`src/cti_pkg.sv`:
```
// Purpose: constants and types shared by the channel transmit and irq enable block
// Assumes: one clock, synchronous active-high reset
// Notes:   serial register port, 8-bit registers, 7-bit addresses
// Behaviour
// - clearing channel 1 driver bit powers driver off, both line outputs float
// - setting channel 1 driver bit turns driver on, line pulses reach outputs
// - software bit acts only while channel 1 enable pin is high, else pin governs
// - bit 0 controls channel 0 driver likewise, gated by channel 0 pin
// - channel 2 enable set: channel 2 source raises interrupt only if source-enabled
// - channel 2 enable clear: every channel 2 interrupt is suppressed
// - enable bits 1 and 0 gate channel 1 and channel 0 interrupts likewise
// - interrupt enable register at 0x20, resets zero, bits 7..3 read zero
package cti_pkg;

  // ***************************************************************
  // register map
  // ***************************************************************
  localparam logic [6:0] ADDR_IRQ_EN  = 7'h20;
  localparam logic [6:0] ADDR_TX_CTRL = 7'h05;
  localparam logic [7:0] RST_IRQ_EN   = 8'h00;
  localparam logic [7:0] RST_TX_CTRL  = 8'h00;
  localparam logic [7:0] MASK_IRQ_EN  = 8'h07;
  localparam logic [7:0] MASK_TX_CTRL = 8'h03;
  localparam logic [7:0] READ_UNMAPPED = 8'h00;
  localparam int         TX_BIT_CH1   = 1;
  localparam int         TX_BIT_CH0   = 0;

  // ***************************************************************
  // serial frame
  // ***************************************************************
  localparam logic [4:0] HDR_LAST   = 5'h07;
  localparam logic [4:0] FRAME_LAST = 5'h0f;
  localparam logic [4:0] CNT_ZERO   = 5'h00;
  localparam logic [4:0] CNT_ONE    = 5'h01;

  typedef enum logic [1:0] {
    CTI_IDLE = 2'b00,
    CTI_HDR  = 2'b01,
    CTI_DATA = 2'b10,
    CTI_DONE = 2'b11
  } cti_state_t;

  typedef struct packed {
    logic csN;
    logic sclk;
    logic sdi;
  } cti_ser_t;

  typedef struct packed {
    logic pos;
    logic neg;
  } cti_pulse_t;

endpackage : cti_pkg

```
`src/cti_channel_tx_irq.sv`:
```
// Purpose: transmit driver control and block-level interrupt enable registers
// Assumes: serial port pins synchronous to clk, sclk slower than clk/2
// Notes:   frame = r/w bit, 7 address bits, 8 data bits, all msb first
`timescale 1ns/10ps
module cti_channel_tx_irq (
  // clock and reset
  input  wire logic                clk,
  input  wire logic                reset,
  // serial register port
  input  wire cti_pkg::cti_ser_t   ser,
  output logic                     serDataOut,
  output logic                     serDataOe,
  // hardware driver enable pins
  input  wire logic                driverEnablePinCh1,
  input  wire logic                driverEnablePinCh0,
  // line pulses from the encoder
  input  wire cti_pkg::cti_pulse_t txPulseCh1,
  input  wire cti_pkg::cti_pulse_t txPulseCh0,
  // line outputs
  output logic                     lineOutPosCh1,
  output logic                     lineOutNegCh1,
  output logic                     lineOutOeCh1,
  output logic                     lineOutPosCh0,
  output logic                     lineOutNegCh0,
  output logic                     lineOutOeCh0,
  // channel interrupts, source-level already applied
  input  wire logic [2:0]          chanSrcIrq,
  output logic [2:0]               chanIrq
);
  import cti_pkg::*;

  // ***************************************************************
  // serial port state
  // ***************************************************************
  cti_state_t state_ff, nxt_state;
  logic [4:0] cnt_ff, nxt_cnt;
  logic [7:0] shift_ff, nxt_shift;
  logic [6:0] addr_ff, nxt_addr;
  logic       rw_ff, nxt_rw;
  logic       sdo_ff, nxt_sdo;
  logic       oe_ff, nxt_oe;
  logic       sclkPrev_ff;
  logic [7:0] irqEn_ff, nxt_irqEn;
  logic [7:0] txCtrl_ff, nxt_txCtrl;
  logic       sclkRise;
  logic [6:0] hdrAddr;
  logic [7:0] wrData;

  assign sclkRise = ser.sclk & ~sclkPrev_ff;
  assign hdrAddr  = {shift_ff[5:0], ser.sdi};
  assign wrData   = {shift_ff[6:0], ser.sdi};

  function automatic logic [7:0] readReg(input logic [6:0] a,
                                         input logic [7:0] ie,
                                         input logic [7:0] tc);
    logic [7:0] r;
    r = READ_UNMAPPED;
    if (a == ADDR_IRQ_EN) begin
      r = ie & MASK_IRQ_EN;
    end else if (a == ADDR_TX_CTRL) begin
      r = tc & MASK_TX_CTRL;
    end
    return r;
  endfunction : readReg

  always_comb begin
    logic [7:0] rd;
    rd         = READ_UNMAPPED;
    nxt_state  = state_ff;
    nxt_cnt    = cnt_ff;
    nxt_shift  = shift_ff;
    nxt_addr   = addr_ff;
    nxt_rw     = rw_ff;
    nxt_sdo    = sdo_ff;
    nxt_oe     = oe_ff;
    nxt_irqEn  = irqEn_ff;
    nxt_txCtrl = txCtrl_ff;
    if (ser.csN) begin
      // chip select high aborts any partial frame, nothing is written
      nxt_state = CTI_IDLE;
      nxt_cnt   = CNT_ZERO;
      nxt_oe    = 1'b0;
    end else begin
      case (state_ff)
        CTI_IDLE: begin
          nxt_state = CTI_HDR;
          nxt_cnt   = CNT_ZERO;
        end
        CTI_HDR: begin
          if (sclkRise) begin
            nxt_shift = wrData;
            nxt_cnt   = cnt_ff + CNT_ONE;
            if (cnt_ff == HDR_LAST) begin
              nxt_rw    = shift_ff[6];
              nxt_addr  = hdrAddr;
              nxt_state = CTI_DATA;
              if (shift_ff[6]) begin
                rd        = readReg(hdrAddr, irqEn_ff, txCtrl_ff);
                nxt_sdo   = rd[7];
                nxt_shift = {rd[6:0], 1'b0};
                nxt_oe    = 1'b1;
              end
            end
          end
        end
        CTI_DATA: begin
          if (sclkRise) begin
            nxt_cnt = cnt_ff + CNT_ONE;
            if (rw_ff) begin
              nxt_sdo   = shift_ff[7];
              nxt_shift = {shift_ff[6:0], 1'b0};
            end else begin
              nxt_shift = wrData;
            end
            if (cnt_ff == FRAME_LAST) begin
              nxt_state = CTI_DONE;
              nxt_oe    = 1'b0;
              if (!rw_ff && addr_ff == ADDR_IRQ_EN) begin
                nxt_irqEn = wrData & MASK_IRQ_EN;
              end else if (!rw_ff && addr_ff == ADDR_TX_CTRL) begin
                nxt_txCtrl = wrData & MASK_TX_CTRL;
              end
            end
          end
        end
        CTI_DONE: begin
          nxt_state = CTI_DONE;
        end
        default: begin
          nxt_state = CTI_IDLE;
        end
      endcase
    end
  end

  always_ff @(posedge clk) begin
    if (reset) begin
      state_ff    <= CTI_IDLE;
      cnt_ff      <= CNT_ZERO;
      shift_ff    <= 8'h00;
      addr_ff     <= 7'h00;
      rw_ff       <= 1'b0;
      sdo_ff      <= 1'b0;
      oe_ff       <= 1'b0;
      sclkPrev_ff <= 1'b0;
      irqEn_ff    <= RST_IRQ_EN;
      txCtrl_ff   <= RST_TX_CTRL;
    end else begin
      state_ff    <= nxt_state;
      cnt_ff      <= nxt_cnt;
      shift_ff    <= nxt_shift;
      addr_ff     <= nxt_addr;
      rw_ff       <= nxt_rw;
      sdo_ff      <= nxt_sdo;
      oe_ff       <= nxt_oe;
      sclkPrev_ff <= ser.sclk;
      irqEn_ff    <= nxt_irqEn;
      txCtrl_ff   <= nxt_txCtrl;
    end
  end

  assign serDataOut = sdo_ff;
  assign serDataOe  = oe_ff;

  // ***************************************************************
  // interrupt gating
  // ***************************************************************
  // enable clear blocks the channel, set passes source-enabled requests
  assign chanIrq = chanSrcIrq & irqEn_ff[2:0];

  // ***************************************************************
  // line drivers
  // ***************************************************************
  cti_line_driver u_drv_ch1 (
    .clk       (clk),
    .reset     (reset),
    .softOn    (txCtrl_ff[TX_BIT_CH1]),
    .pinEnable (driverEnablePinCh1),
    .pulseIn   (txPulseCh1),
    .outPos    (lineOutPosCh1),
    .outNeg    (lineOutNegCh1),
    .outOe     (lineOutOeCh1)
  );

  cti_line_driver u_drv_ch0 (
    .clk       (clk),
    .reset     (reset),
    .softOn    (txCtrl_ff[TX_BIT_CH0]),
    .pinEnable (driverEnablePinCh0),
    .pulseIn   (txPulseCh0),
    .outPos    (lineOutPosCh0),
    .outNeg    (lineOutNegCh0),
    .outOe     (lineOutOeCh0)
  );

  // ***************************************************************
  // checks
  // ***************************************************************
  a_ch1_off_float: assert property (@(posedge clk) disable iff (reset)
    !txCtrl_ff[TX_BIT_CH1] |=> !lineOutOeCh1 && !lineOutPosCh1 && !lineOutNegCh1)
    else $error("ch1 driver active with bit clear");
  a_ch1_on_pulse: assert property (@(posedge clk) disable iff (reset)
    txCtrl_ff[TX_BIT_CH1] && driverEnablePinCh1 |=>
      lineOutOeCh1 && lineOutPosCh1 == $past(txPulseCh1.pos))
    else $error("ch1 driver not passing pulses");
  a_ch1_pin_rules: assert property (@(posedge clk) disable iff (reset)
    !driverEnablePinCh1 |=> !lineOutOeCh1)
    else $error("ch1 driver on with pin low");
  a_ch0_driver_gate: assert property (@(posedge clk) disable iff (reset)
    ##1 lineOutOeCh0 == $past(txCtrl_ff[TX_BIT_CH0] & driverEnablePinCh0))
    else $error("ch0 driver state wrong");
  a_ch2_irq_pass: assert property (@(posedge clk) disable iff (reset)
    irqEn_ff[2] && chanSrcIrq[2] |-> chanIrq[2])
    else $error("ch2 interrupt lost");
  a_ch2_irq_block: assert property (@(posedge clk) disable iff (reset)
    !irqEn_ff[2] |-> !chanIrq[2])
    else $error("ch2 interrupt leaked");
  a_ch10_irq_gate: assert property (@(posedge clk) disable iff (reset)
    chanIrq[1:0] == (chanSrcIrq[1:0] & irqEn_ff[1:0]))
    else $error("ch1/ch0 interrupt gating wrong");
  a_irqen_upper_zero: assert property (@(posedge clk)
    $past(reset) |-> irqEn_ff == RST_IRQ_EN)
    else $error("irq enable reset value wrong");
  a_irqen_write_mask: assert property (@(posedge clk) disable iff (reset)
    state_ff == CTI_DATA && nxt_state == CTI_DONE && !rw_ff && addr_ff == ADDR_IRQ_EN
      |=> irqEn_ff == ($past(wrData) & MASK_IRQ_EN) && irqEn_ff[7:3] == 5'h00)
    else $error("irq enable write wrong");

  c_read_frame: cover property (@(posedge clk) disable iff (reset)
    rw_ff && state_ff == CTI_DATA ##1 state_ff == CTI_DONE);
  c_irqen_write: cover property (@(posedge clk) disable iff (reset)
    $rose(irqEn_ff[2]));
  c_ch2_irq: cover property (@(posedge clk) disable iff (reset) chanIrq[2]);
  c_ch1_on: cover property (@(posedge clk) disable iff (reset) $rose(lineOutOeCh1));

endmodule : cti_channel_tx_irq

```
`src/cti_line_driver.sv`:
```
// Purpose: one channel's line driver gate
// Assumes: pulses arrive synchronous to clk
// Notes:   outputs and enable come from flip-flops, one cycle behind inputs
`timescale 1ns/10ps
module cti_line_driver (
  // clock and reset
  input  wire logic              clk,
  input  wire logic              reset,
  // control
  input  wire logic              softOn,
  input  wire logic              pinEnable,
  // line
  input  wire cti_pkg::cti_pulse_t pulseIn,
  output logic                   outPos,
  output logic                   outNeg,
  output logic                   outOe
);
  import cti_pkg::*;

  logic driveOn;
  logic outPos_ff, outNeg_ff, outOe_ff;
  logic nxt_outPos, nxt_outNeg, nxt_outOe;

  // pin low forces off; pin high hands control to software
  assign driveOn = softOn & pinEnable;

  always_comb begin
    nxt_outOe  = driveOn;
    nxt_outPos = driveOn & pulseIn.pos;
    nxt_outNeg = driveOn & pulseIn.neg;
  end

  always_ff @(posedge clk) begin
    if (reset) begin
      outPos_ff <= 1'b0;
      outNeg_ff <= 1'b0;
      outOe_ff  <= 1'b0;
    end else begin
      outPos_ff <= nxt_outPos;
      outNeg_ff <= nxt_outNeg;
      outOe_ff  <= nxt_outOe;
    end
  end

  assign outPos = outPos_ff;
  assign outNeg = outNeg_ff;
  assign outOe  = outOe_ff;

endmodule : cti_line_driver

```
`config.mk`:
```
export PLATFORM = sky130hd
export DESIGN_NAME = cti_channel_tx_irq
export DESIGN_NICKNAME = d
export VERILOG_FILES = /design/src/cti_pkg.sv /design/src/cti_channel_tx_irq.sv /design/src/cti_line_driver.sv
export SDC_FILE = /design/constraint.sdc
export NUM_CORES = 1
export LEC_CHECK = 0
export BUFFER_PORTS_ARGS = -buffer_cell sky130_fd_sc_hd__buf_2
export CORE_AREA = 2 2 73 75
export DETAILED_ROUTE_END_ITERATION = 6
export DIE_AREA = 0 0 75 77
export PLACE_DENSITY = 0.59
export SLEW_MARGIN = 10
export SYNTH_ARGS = -nofsm -noshare
export SYNTH_HDL_FRONTEND = slang
export SYNTH_SLANG_ARGS = --single-unit
```
`constraint.sdc`:
```
create_clock -name clk -period 2.5 [get_ports clk]
set_clock_uncertainty 0.2 [all_clocks]
set_input_delay 0.5 -clock clk [delete_from_list [all_inputs] [get_ports clk]]
set_output_delay 0.5 -clock clk [all_outputs]
set_load 0.005 [all_outputs]
```
After elaboration in Yosys (flattened, before gate mapping):

Cells that the tools add are included.

* add/sub/neg operators: 1
* multipliers: 0
* div/mod/pow operators: 0
* $lt $le $gt $ge: 0
* equal/unequal tests: 16
* shifts and indexed selects: 0
* muxes and demuxes: 27
* bitwise operators: 11
* reductions and logical operators: 16

Operators with widths (number)
* 8-bit two-way mux: 3
* 8-bit case mux with 2 select lines: 1
* 7-bit by 3-bit == test with 1-bit output, second input constant: 2
* 7-bit by 6-bit == test with 1-bit output, second input constant: 2
* 2-bit != test, second input constant: 6
* 4-bit AND reduction: 3
* 6-bit AND reduction: 2
* 1-bit two-way mux: 11
* 2-bit two-way mux: 5
* 5-bit case mux with 2 select lines: 1
* 2-bit case mux with 4 select lines: 1
* 1-bit bitwise AND: 7
* 7-bit two-way mux: 1
* 7-bit AND reduction: 1
* 5-bit by 1-bit adder with 5-bit output, second input constant: 1
* 5-bit by 3-bit == test with 1-bit output, second input constant: 1
* 5-bit by 4-bit == test with 1-bit output, second input constant: 1
* 5-bit two-way mux: 1
* 5-bit AND reduction: 1
* 2-bit == test, second input constant: 2
* 1-bit case mux with 2 select lines: 2
* 2-bit nonzero test: 2
* 2-bit OR reduction: 2
* 3-bit bitwise AND: 1
* other kinds (8): 11

* bits in registers: 37
* latch bits: 0
* memory bits (writable): 0
* ROM bits: 0
* output and inout bits: 11
* logic and storage cells: 87
* memories: 0

Longest topological paths before layout:

Gate-level depths: netlist of the first run.

* depth after elaboration: 7
* mapped depth: 8
* mapped depth without buffers: 7

Cells and area by module:

A second synthesis of the first run with hierarchy kept.

* cell total of the unflattened synthesis: 187
* area total of the unflattened synthesis: 1716.6 um2

By module, submodules not included
* cti_channel_tx_irq: times used 1, cells an instance 175, area an instance 1536.5 um2
* cti_line_driver: times used 2, cells an instance 6, area an instance 90.1 um2

Worst setup path after synthesis of the first run:

OpenSTA, ideal clock, no wires.

* path type: input port to flip-flop
* from: in ser[2] (netlist bit)
* to: reg irqEn_ff[2]
* library setup time: 0.128 ns
* data arrival time: 1.764 ns
* path slack: 0.408 ns
* stages: 5
* path buffers: 1
* cell sequence: or3b_2 or4_1 buf_2 mux2i_1 nor2_1

* cells in the longest elaborated chain, start to end: 2

RTL lines
* start: declaration: RTL line cti_channel_tx_irq.sv:10 `input wire cti_pkg::cti_ser_t ser,`
* 1-bit inverter (no line)
* 5-bit AND reduction (no line)
* end signal: assignment: RTL line cti_channel_tx_irq.sv:157 `irqEn_ff <= nxt_irqEn;`
* end: declaration: RTL line cti_channel_tx_irq.sv:43 `logic [7:0] irqEn_ff, nxt_irqEn;`

No other way between the ends.
A chain may end at the register's enable or synchronous reset.

Worst setup path in the final report of the first run:

* from: reg cnt_ff[0]
* to: reg irqEn_ff[0]

* cells in the longest elaborated chain, start to end: 2

RTL lines
* start: declaration: RTL line cti_channel_tx_irq.sv:36 `logic [4:0] cnt_ff, nxt_cnt;`
* start signal: assignment: RTL line cti_channel_tx_irq.sv:150 `cnt_ff <= nxt_cnt;`
* 5-bit by 4-bit == test with 1-bit output: RTL line cti_channel_tx_irq.sv:115 `if (cnt_ff == FRAME_LAST) begin`
* 5-bit AND reduction (no line)

No other way between the ends.

==> results of run 1 <==
==> critical path, stage by stage, from the launching register on <==
cell	delay, ns
dfxtp_1	0.37
ha_1	0.23
and3_1	0.18
ha_1	0.18
nand3b_1	0.12
or4_1	0.59
mux2i_1	0.19
nor2_1	0.05
==> cell type report <==
type                            instances  area, um^2
Tap cell                               70       87.58
Clock inverter                          3       46.29
Clock buffer                            5       68.82
Sequential cell                        37       740.7
Fill cell                             499        2995
Inverter                                5       18.77
Multi-Input combinational cell        131       869.6
Timing Repair Buffer                   28       150.1
==> Yosys cell counts, types with 3 or more instances <==
cell / instances
and3_1: 4
dfxtp_1: 37
or3_1: 3
clkbuf_1: 8
mux2i_1: 14
a21oi_1: 15
o21ai_0: 7
nor2_1: 20
inv_1: 5
nor2b_1: 5
nand3_1: 4
a21boi_0: 3
ha_1: 7
and2_1: 7
nand3b_1: 3
nand2_1: 9
==> power breakdown <==
| group | internal (uW) | switching (uW) |
|---|---|---|
| logic | 34.1 | 49.8 |
| clock network | 298 | 229 |
| registers | 597 | 8.36 |
==> state kept, by name, indices dropped and copies added, names as in the netlist <==
name              flops
addr_ff               7
cnt_ff                5
irqEn_ff              3
rw_ff                 1
sclkPrev_ff           1
serDataOe             1
serDataOut            1
shift_ff              8
state_ff              2
txCtrl_ff             2
u_drv_ch0.outNeg      1
u_drv_ch0.outOe       1
u_drv_ch0.outPos      1
u_drv_ch1.outNeg      1
u_drv_ch1.outOe       1
u_drv_ch1.outPos      1
==> cells by family after synthesis <==
| group | share of synthesized area [%] |
|---|---|
| AND/OR/NAND/NOR | 23.93 |
| AO/OA/AOI/OAI | 14.55 |
| flip-flops | 44.41 |
| buffers and inverters | 3.451 |
| multiplexers | 8.402 |
| adder cells (fa/ha/maj) | 5.251 |
==> through the flow <==
| step | hold WS (ns) | instance area, um^2 |
|---|---|---|
| after floorplan | 0.2322 | 1668 |
| after global placement | 0.2499 | 1867 |
| after detailed placement | 0.2433 | 1867 |
| after CTS | 0.1853 | 1982 |
| after global routing | 0.1830 | 1982 |
| final | 0.1941 | 1982 |
==> routing by layer <==
layer,GRT usage (%),wire length [um],part of all wire (%),vias to the layer above
li1,-,-,-,698
met1,16.08,1652,46,636
met2,19.74,1728,48,26
met3,4.599,177,4.9,4
met4,5.893,34,0.95,0
met5,0,0,0,-
==> final timing paths <==
kind / startpoint / end / cells after the start / slack (ns)
setup / recovery: cnt_ff[0]$_SDFFE_PP0P_ / irqEn_ff[0]$_SDFFE_PP0P_ / 7 / 0.27
hold / removal: txPulseCh0[0] / u_drv_ch0.outNeg$_SDFF_PP0_ / 2 / 0.19
setup reg to reg: cnt_ff[0]$_SDFFE_PP0P_ / irqEn_ff[0]$_SDFFE_PP0P_ / 7 / 0.27
hold reg to reg: shift_ff[7]$_SDFFE_PP0P_ / shift_ff[7]$_SDFFE_PP0P_ / 2 / 0.26
==> flow_summary.yaml, run 1 <==
outcome:
  outcome: "finished, final reports clean"
placed_design:
  gp_congestion: 0.7661
  placed_cells: 271
  pre_cts_ws_ns: 0.2336
  portBuffers: 24
  dp_hpwl_um: 2609
sta:
  fin_crit_sh_pct: 89.30
  finalMaxSlewViolations: 0
  rsz0062_at_grt: "false"
  min_period_ns: 2.232
  finalSetupTns_ns: 0
  fin_ws_ns: 0.2675
  slew_headroom_pct: 60.53
  finalHoldViolations: 0
  tightest_slew_ns: 0.5866
  max_freq_mhz: 447.9
  setup_violations: 0
clock_network:
  clk_pin_slew_worst_paths_ns: 0.08
  clockBufferDepth: 2
  cts_resized: 0
  htree_levels: 2
  cts_tree: "done"
  cts_sinks: 37
  cts_setup_buffers: 0
  clk_latency_ns: 0.30
  numCtsBuffers: 5
  cts-hold-fix-buffers: 0
  cts-root-buf: "clkbuf_8"
synthesis:
  synthCells: 183
  ys_ff_latch: 37
  yosysUniqueCellTypes: 40
  synth_edf_count: 0
  synthFlopType: "dfxtp_1"
  yosysTopAreaCellShare_pct: 44.41
  syn-num-nets: 204
  seq_area_frac_synth_pct: 44.41
  avgSynthCellArea_um2: 9.114
  yosysTopAreaCell: "dfxtp_1"
  synth-warning-count: 0
  yosys-top-cells-area: "dfxtp_1, mux2i_1, ha_1, a21oi_1, nor2_1"
  async_flop_share_pct: 0
  synth_area_um2: 1668
die:
  ios: 25
  dieArea_um2: 5775
  coreArea_um2: 4977
  rows: 26
  start_util_pct: 33.51
  die_h_um: 77
  die_x_um: 75
routing:
  drcViolationCount: 0
  num_vias: 1364
  wl_um: 3593
  avgViaCountPerCell: 4.889
  drtIter0Drc: 90
  ant_nets: 0
  wl_per_cell_um: 12.88
  firstDrtPassIters: 4
grt:
  grt_pass1_wl_um: 5761
  grt_use_total_pct: 12.96
  grt_pass1_vias: 1243
  grt_antenna_before_repair: 0
  grt_remaining_overflow: 0
  grt_max_degree: 22
cells_and_area:
  final_cell_mix: "dfxtp_1, buf_2, nor2_1, a21oi_1, mux2i_1"
  drive_gt1_share_pct: 20.10
  layoutNonFillerInstCount: 279
  layout.nets: 229
  antenna_cells: 0
  synthToLayoutAreaGrowth_pct: 18.83
  fin_util_pct: 39.82
  layout_commonest_cell: "dfxtp_1"
worst_setup_path:
  worst-setup-path-type: "reg2reg"
  arrival_ns: 2.21
  path_max_fanout: 5
  endpoint_kind: "flip-flop"
  worstPathRequired_ns: 2.47
  critPathLaunchType: "flip-flop"
power_and_ir_drop:
  peakVddDrop_v: 0.0002689
  p_leak_uw: 0.0008418
  p_per_area_nw_per_um2: 614.1
  power_uw: 1217
run:
  maxCapViolations: 0
hold_path:
  hp-class: "in2reg"
No activity file was read; power rests on OpenSTA's default activity.
==> inputs of run 2 (changes only) <==
==> constraint.sdc (replaced) <==
create_clock -name clk -period 2.2 [get_ports clk]
set_clock_uncertainty 0.2 [all_clocks]
set_input_delay 0.44 -clock clk [delete_from_list [all_inputs] [get_ports clk]]
set_output_delay 0.44 -clock clk [all_outputs]
set_load 0.005 [all_outputs]
==> flow_summary.yaml, run 2 (synthesis gave the netlist of run 1 again) <==
routing:
  avgViaCountPerCell: 4.832
  ant_nets: 0
  drcViolationCount: 0
  wl_per_cell_um: 12.08
  drtIter0Drc: 56
  num_vias: 1382
  wl_um: 3455
  firstDrtPassIters: 4
worst_setup_path:
  crit_top_cell: "ha_2"
  critPathLaunchType: "flip-flop"
  arrival_ns: 2.02
  cp-startpoint: "cnt_ff[1]$_SDFFE_PP0P_"
  cp_top_family: "simple AND/OR/NAND/NOR gates"
  max_stage_delay_ns: 0.47
  r2r-start: "cnt_ff[1]$_SDFFE_PP0P_"
  worstPathRequired_ns: 2.17
  critical_path_buf_inv_count: 0
  critPathSlowestCell: "or4_4"
  path_max_fanout: 4
  endpoint_kind: "flip-flop"
  worst-setup-path-type: "reg2reg"
  cp_cell_sequence: "ha_2 > and3_1 > ha_2 > nand3b_1 > or4_4 > mux2i_1 > nor2_1"
sta:
  slew_headroom_pct: 74.94
  finalSetupTns_ns: 0
  finalHoldViolations: 0
  finalMaxSlewViolations: 0
  setup_violations: 0
  max_freq_mhz: 487.8
  fin_crit_sh_pct: 93.19
  tightest_slew_ns: 0.3725
  holdWs_ns: 0.1416
  min_period_ns: 2.050
grt:
  grt_remaining_overflow: 0
  grt_antenna_before_repair: 0
  grt_pass1_vias: 1369
  grt_max_degree: 22
  grt_pass1_wl_um: 6099
  grt_use_total_pct: 13.55
cells_and_area:
  max_flop_register: "shift_ff"
  layout_commonest_cell: "dfxtp_1"
  drive_gt1_share_pct: 25.93
  antenna_cells: 0
  largest_reg_flops: 8
  reg_top3: "shift_ff x8, addr_ff x7, cnt_ff x5"
  final_cell_mix: "dfxtp_1, buf_2, nor2_1, a21oi_1, mux2i_1"
  fill_cells: 512
  layout.nets: 236
  fin_util_pct: 41.38
  synthToLayoutAreaGrowth_pct: 23.48
  layoutNonFillerInstCount: 286
placed_design:
  dp_hpwl_um: 2603
  portBuffers: 24
  placed_cells: 278
  gp_congestion: 0.7954
die:
  start_util_pct: 33.51
  ios: 25
  dieArea_um2: 5775
  die_x_um: 75
  die_h_um: 77
  rows: 26
  coreArea_um2: 4977
outcome:
  outcome: "finished, final reports clean"
power_and_ir_drop:
  pwr-share-clk_pct: 43.0
  p_int_uw: 1063
  combPwrFrac_pct: 7.5
  sw_frac_of_total_pct: 23.49
  power.net_switching_uw: 326.4
  seqPwrFrac_pct: 49.5
  peakVddDrop_v: 0.0002154
  p_per_area_nw_per_um2: 674.6
  p_leak_uw: 0.0008761
clock_network:
  htree_levels: 2
  cts-hold-fix-buffers: 0
  cts_tree: "done"
  cts_sinks: 37
  clk_pin_slew_worst_paths_ns: 0.08
  cts-root-buf: "clkbuf_8"
  clockBufferDepth: 2
  clk_latency_ns: 0.29
  numCtsBuffers: 5
hold_path:
  hp-class: "in2reg"
  hp-start: "txPulseCh1[0]"
run:
  maxCapViolations: 0
[run 2: cell types whose count changed in the layout (fill, tap and decap cells not counted), sizes merged]
| cell | before | now |
|---|---|---|
| buf | 28 | 35 |
[run 2: repair_timing]
item | in CTS | in global routing
setup endpoints to repair | 1 | 7
gates resized for setup | 1 | 6
pin swaps | 0 | 1
setup buffers | 0 | 0
hold endpoints to repair | 0 | 0
[run 2: worst paths after layout]
path	to	slack, ns	cells after the start
hold / removal	u_drv_ch1.outNeg$_SDFF_PP0_	0.14	2
hold reg to reg	shift_ff[7]$_SDFFE_PP0P_	0.26	2
setup reg to reg	irqEn_ff[2]$_SDFFE_PP0P_	0.15	7
setup / recovery	irqEn_ff[2]$_SDFFE_PP0P_	0.15	7
[run 2: area by class of cell]
cell class	count	area, um^2	share of cell area (%)
Clock buffer	5	68.82	3.341
Multi-Input combinational cell	131	893.4	43.38
Tap cell	70	87.58	4.253
Sequential cell	37	742.0	36.03
Clock inverter	3	46.29	2.248
Inverter	5	18.77	0.9113
Timing Repair Buffer	35	202.7	9.842
[run 2: stage by stage]
step | total power, uW | setup WS (ns) | cell area [um^2]
6_report | 1389 | 0.1498 | 2059
5_1_grt | 1449 | -0.001113 | 2059
4_1_cts | 1403 | 0.05306 | 2038
2_1_floorplan | 763.7 | 0.1413 | 1668
3_3_place_gp | 805.5 | 0.01210 | 1919
3_5_place_dp | 805.7 | -0.001884 | 1919
[run 2: routing by layer]
metal / track usage (%) / share of wire (%)
met5: 0 / 0
met4: 6.607 / 2.1
met3: 3.679 / 4.0
met2: 21.23 / 46
met1: 16.75 / 47
[run 2: power groups by stage]
| stage | sequential [uW] | combinational [uW] | clock, uW |
|---|---|---|---|
| 2_1_floorplan | 700 | 63.2 | 0 |
| 3_3_place_gp | 704 | 102 | 0 |
| 3_5_place_dp | 704 | 102 | 0 |
| 4_1_cts | 688 | 102 | 613 |
| 5_1_grt | 690 | 119 | 641 |
| 6_report | 688 | 104 | 598 |
==> inputs of run 3 (changes only) <==
--- a/config.mk
+++ b/config.mk
@@ -6,10 +6,10 @@
 export NUM_CORES = 1
 export LEC_CHECK = 0
 export BUFFER_PORTS_ARGS = -buffer_cell sky130_fd_sc_hd__buf_2
-export CORE_AREA = 2 2 73 75
+export CORE_AREA = 2 2 67 69
 export DETAILED_ROUTE_END_ITERATION = 6
-export DIE_AREA = 0 0 75 77
-export PLACE_DENSITY = 0.59
+export DIE_AREA = 0 0 69 71
+export PLACE_DENSITY = 0.67
 export SLEW_MARGIN = 10
 export SYNTH_ARGS = -nofsm -noshare
 export SYNTH_HDL_FRONTEND = slang
==> flow_summary.yaml, run 3 (synthesis gave the netlist of run 1 again) <==
die:
  coreArea_um2: 4204
  rows: 24
  start_util_pct: 39.67
  dieArea_um2: 4899
  die_x_um: 69
  ios: 25
  die_h_um: 71
grt:
  grt_pass1_wl_um: 5913
  grt_antenna_before_repair: 0
  grt_max_degree: 22
  grt_pass1_vias: 1288
  grt_use_total_pct: 15.17
  grt_remaining_overflow: 0
sta:
  slew_headroom_pct: 67.14
  finalMaxSlewViolations: 0
  tightest_slew_ns: 0.4884
  finalHoldViolations: 0
  fin_crit_sh_pct: 93.30
  finalSetupTns_ns: 0
  rsz0062_at_grt: "false"
  setup_violations: 0
  min_period_ns: 2.053
  max_freq_mhz: 487.2
clock_network:
  cts_resized: 0
  cts-root-buf: "clkbuf_8"
  clk_pin_slew_worst_paths_ns: 0.08
  cts_tree: "done"
  numCtsBuffers: 5
  htree_levels: 2
  cts_sinks: 37
  clk_latency_ns: 0.29
  cts_setup_buffers: 0
  cts-hold-fix-buffers: 0
  clockBufferDepth: 2
worst_setup_path:
  r2r-start: "cnt_ff[1]$_SDFFE_PP0P_"
  endpoint_kind: "flip-flop"
  critPathLaunchType: "flip-flop"
  worstPathRequired_ns: 2.23
  reg2regPathDepth: 6
  path_max_fanout: 4
  r2r-end: "serDataOe$_SDFFE_PP0P_"
  worst-setup-path-type: "reg2reg"
  arrival_ns: 2.08
  reg2reg_slack_ns: 0.15
hold_path:
  min_delay_path_depth: 2
  worstHoldEndpoint: "u_drv_ch1.outPos$_SDFF_PP0_"
  hp-start: "txPulseCh1[1]"
  hp-class: "in2reg"
placed_design:
  dp_hpwl_um: 2542
  portBuffers: 24
  gp_congestion: 0.8430
  place_area_um2: 1897
routing:
  num_vias: 1371
  avgViaCountPerCell: 5.116
  firstDrtPassIters: 4
  wl_per_cell_um: 12.76
  drtIter0Drc: 57
  ant_nets: 0
  drcViolationCount: 0
  wl_um: 3420
cells_and_area:
  fin_area_um2: 1988
  reg_top3: "shift_ff x8, addr_ff x7, cnt_ff x5"
  fill_cells: 431
  antenna_cells: 0
  drive_gt1_share_pct: 23.61
  synthToLayoutAreaGrowth_pct: 19.20
  largest_reg_flops: 8
  max_flop_register: "shift_ff"
  final_cell_mix: "dfxtp_1, buf_2, nor2_1, a21oi_1, mux2i_1"
  layout.nets: 236
  layout_commonest_cell: "dfxtp_1"
power_and_ir_drop:
  p_per_area_nw_per_um2: 630.2
  peakVddDrop_v: 0.0002962
  p_leak_uw: 0.0008692
run:
  maxCapViolations: 0
outcome:
  outcome: "finished, final reports clean"
run 3: how the worst max path moves through the flow:
| stage | from | depth (start not counted) | to | slack [ns] |
|---|---|---|---|---|
| after floorplan | cnt_ff[0]$_SDFFE_PP0P_ | 8 | irqEn_ff[2]$_SDFFE_PP0P_ | 0.14 |
| after global placement | ser[1] | 5 | irqEn_ff[2]$_SDFFE_PP0P_ | 0.01 |
| after detailed placement | ser[1] | 5 | irqEn_ff[2]$_SDFFE_PP0P_ | -0.03 |
| after CTS | cnt_ff[0]$_SDFFE_PP0P_ | 7 | irqEn_ff[1]$_SDFFE_PP0P_ | 0.05 |
| after global routing | cnt_ff[1]$_SDFFE_PP0P_ | 7 | irqEn_ff[2]$_SDFFE_PP0P_ | 0.02 |
| final | cnt_ff[1]$_SDFFE_PP0P_ | 6 | serDataOe$_SDFFE_PP0P_ | 0.15 |
run 3: metal layers:
metal  share of wire, %  track usage (%)  wire [um]  up-vias
met4                1.8            6.536         60        0
met2                 46            24.36       1558       25
met5                  0                0          0        -
met1                 49            19.15       1660      621
met3                4.1            4.274        141        7
li1                   -                -          -      718
run 3: metrics by stage:
stage,std cells,total power (uW),util [%],worst slack (ns),hold WS [ns]
floorplan,183,763.7,-,0.1413,0.2322
global placement,260,804.6,45.12,0.01315,0.2409
detailed placement,260,805.6,45.12,-0.02654,0.2618
CTS,268,1276,47.17,0.04766,0.1322
global route,268,1319,47.29,0.02431,0.1351
finish,268,1253,47.29,0.1475,0.1393
run 3: final cells by class:
class | count | area, um^2 | share of cell area [%]
Sequential cell | 37 | 742.0 | 37.32
Timing Repair Buffer | 35 | 202.7 | 10.20
Clock inverter | 3 | 17.52 | 0.8811
Inverter | 5 | 18.77 | 0.9440
Tap cell | 52 | 65.06 | 3.272
Multi-Input combinational cell | 131 | 873.3 | 43.93
Clock buffer | 5 | 68.82 | 3.461
run 3: power by group:
| part | leakage, uW | internal [uW] | switching (uW) |
|---|---|---|---|
| logic | 0.000526 | 45.1 | 56.6 |
| clock network | 0.0000439 | 218 | 245 |
| registers | 0.000299 | 679 | 9.52 |
run 3: critical path: stages, from the launching register on:
cell      delay [ns]
dfxtp_1         0.35
ha_1            0.17
buf_4           0.12
and4bb_2        0.25
a21boi_0        0.11
or4b_2          0.65
a21oi_1         0.15
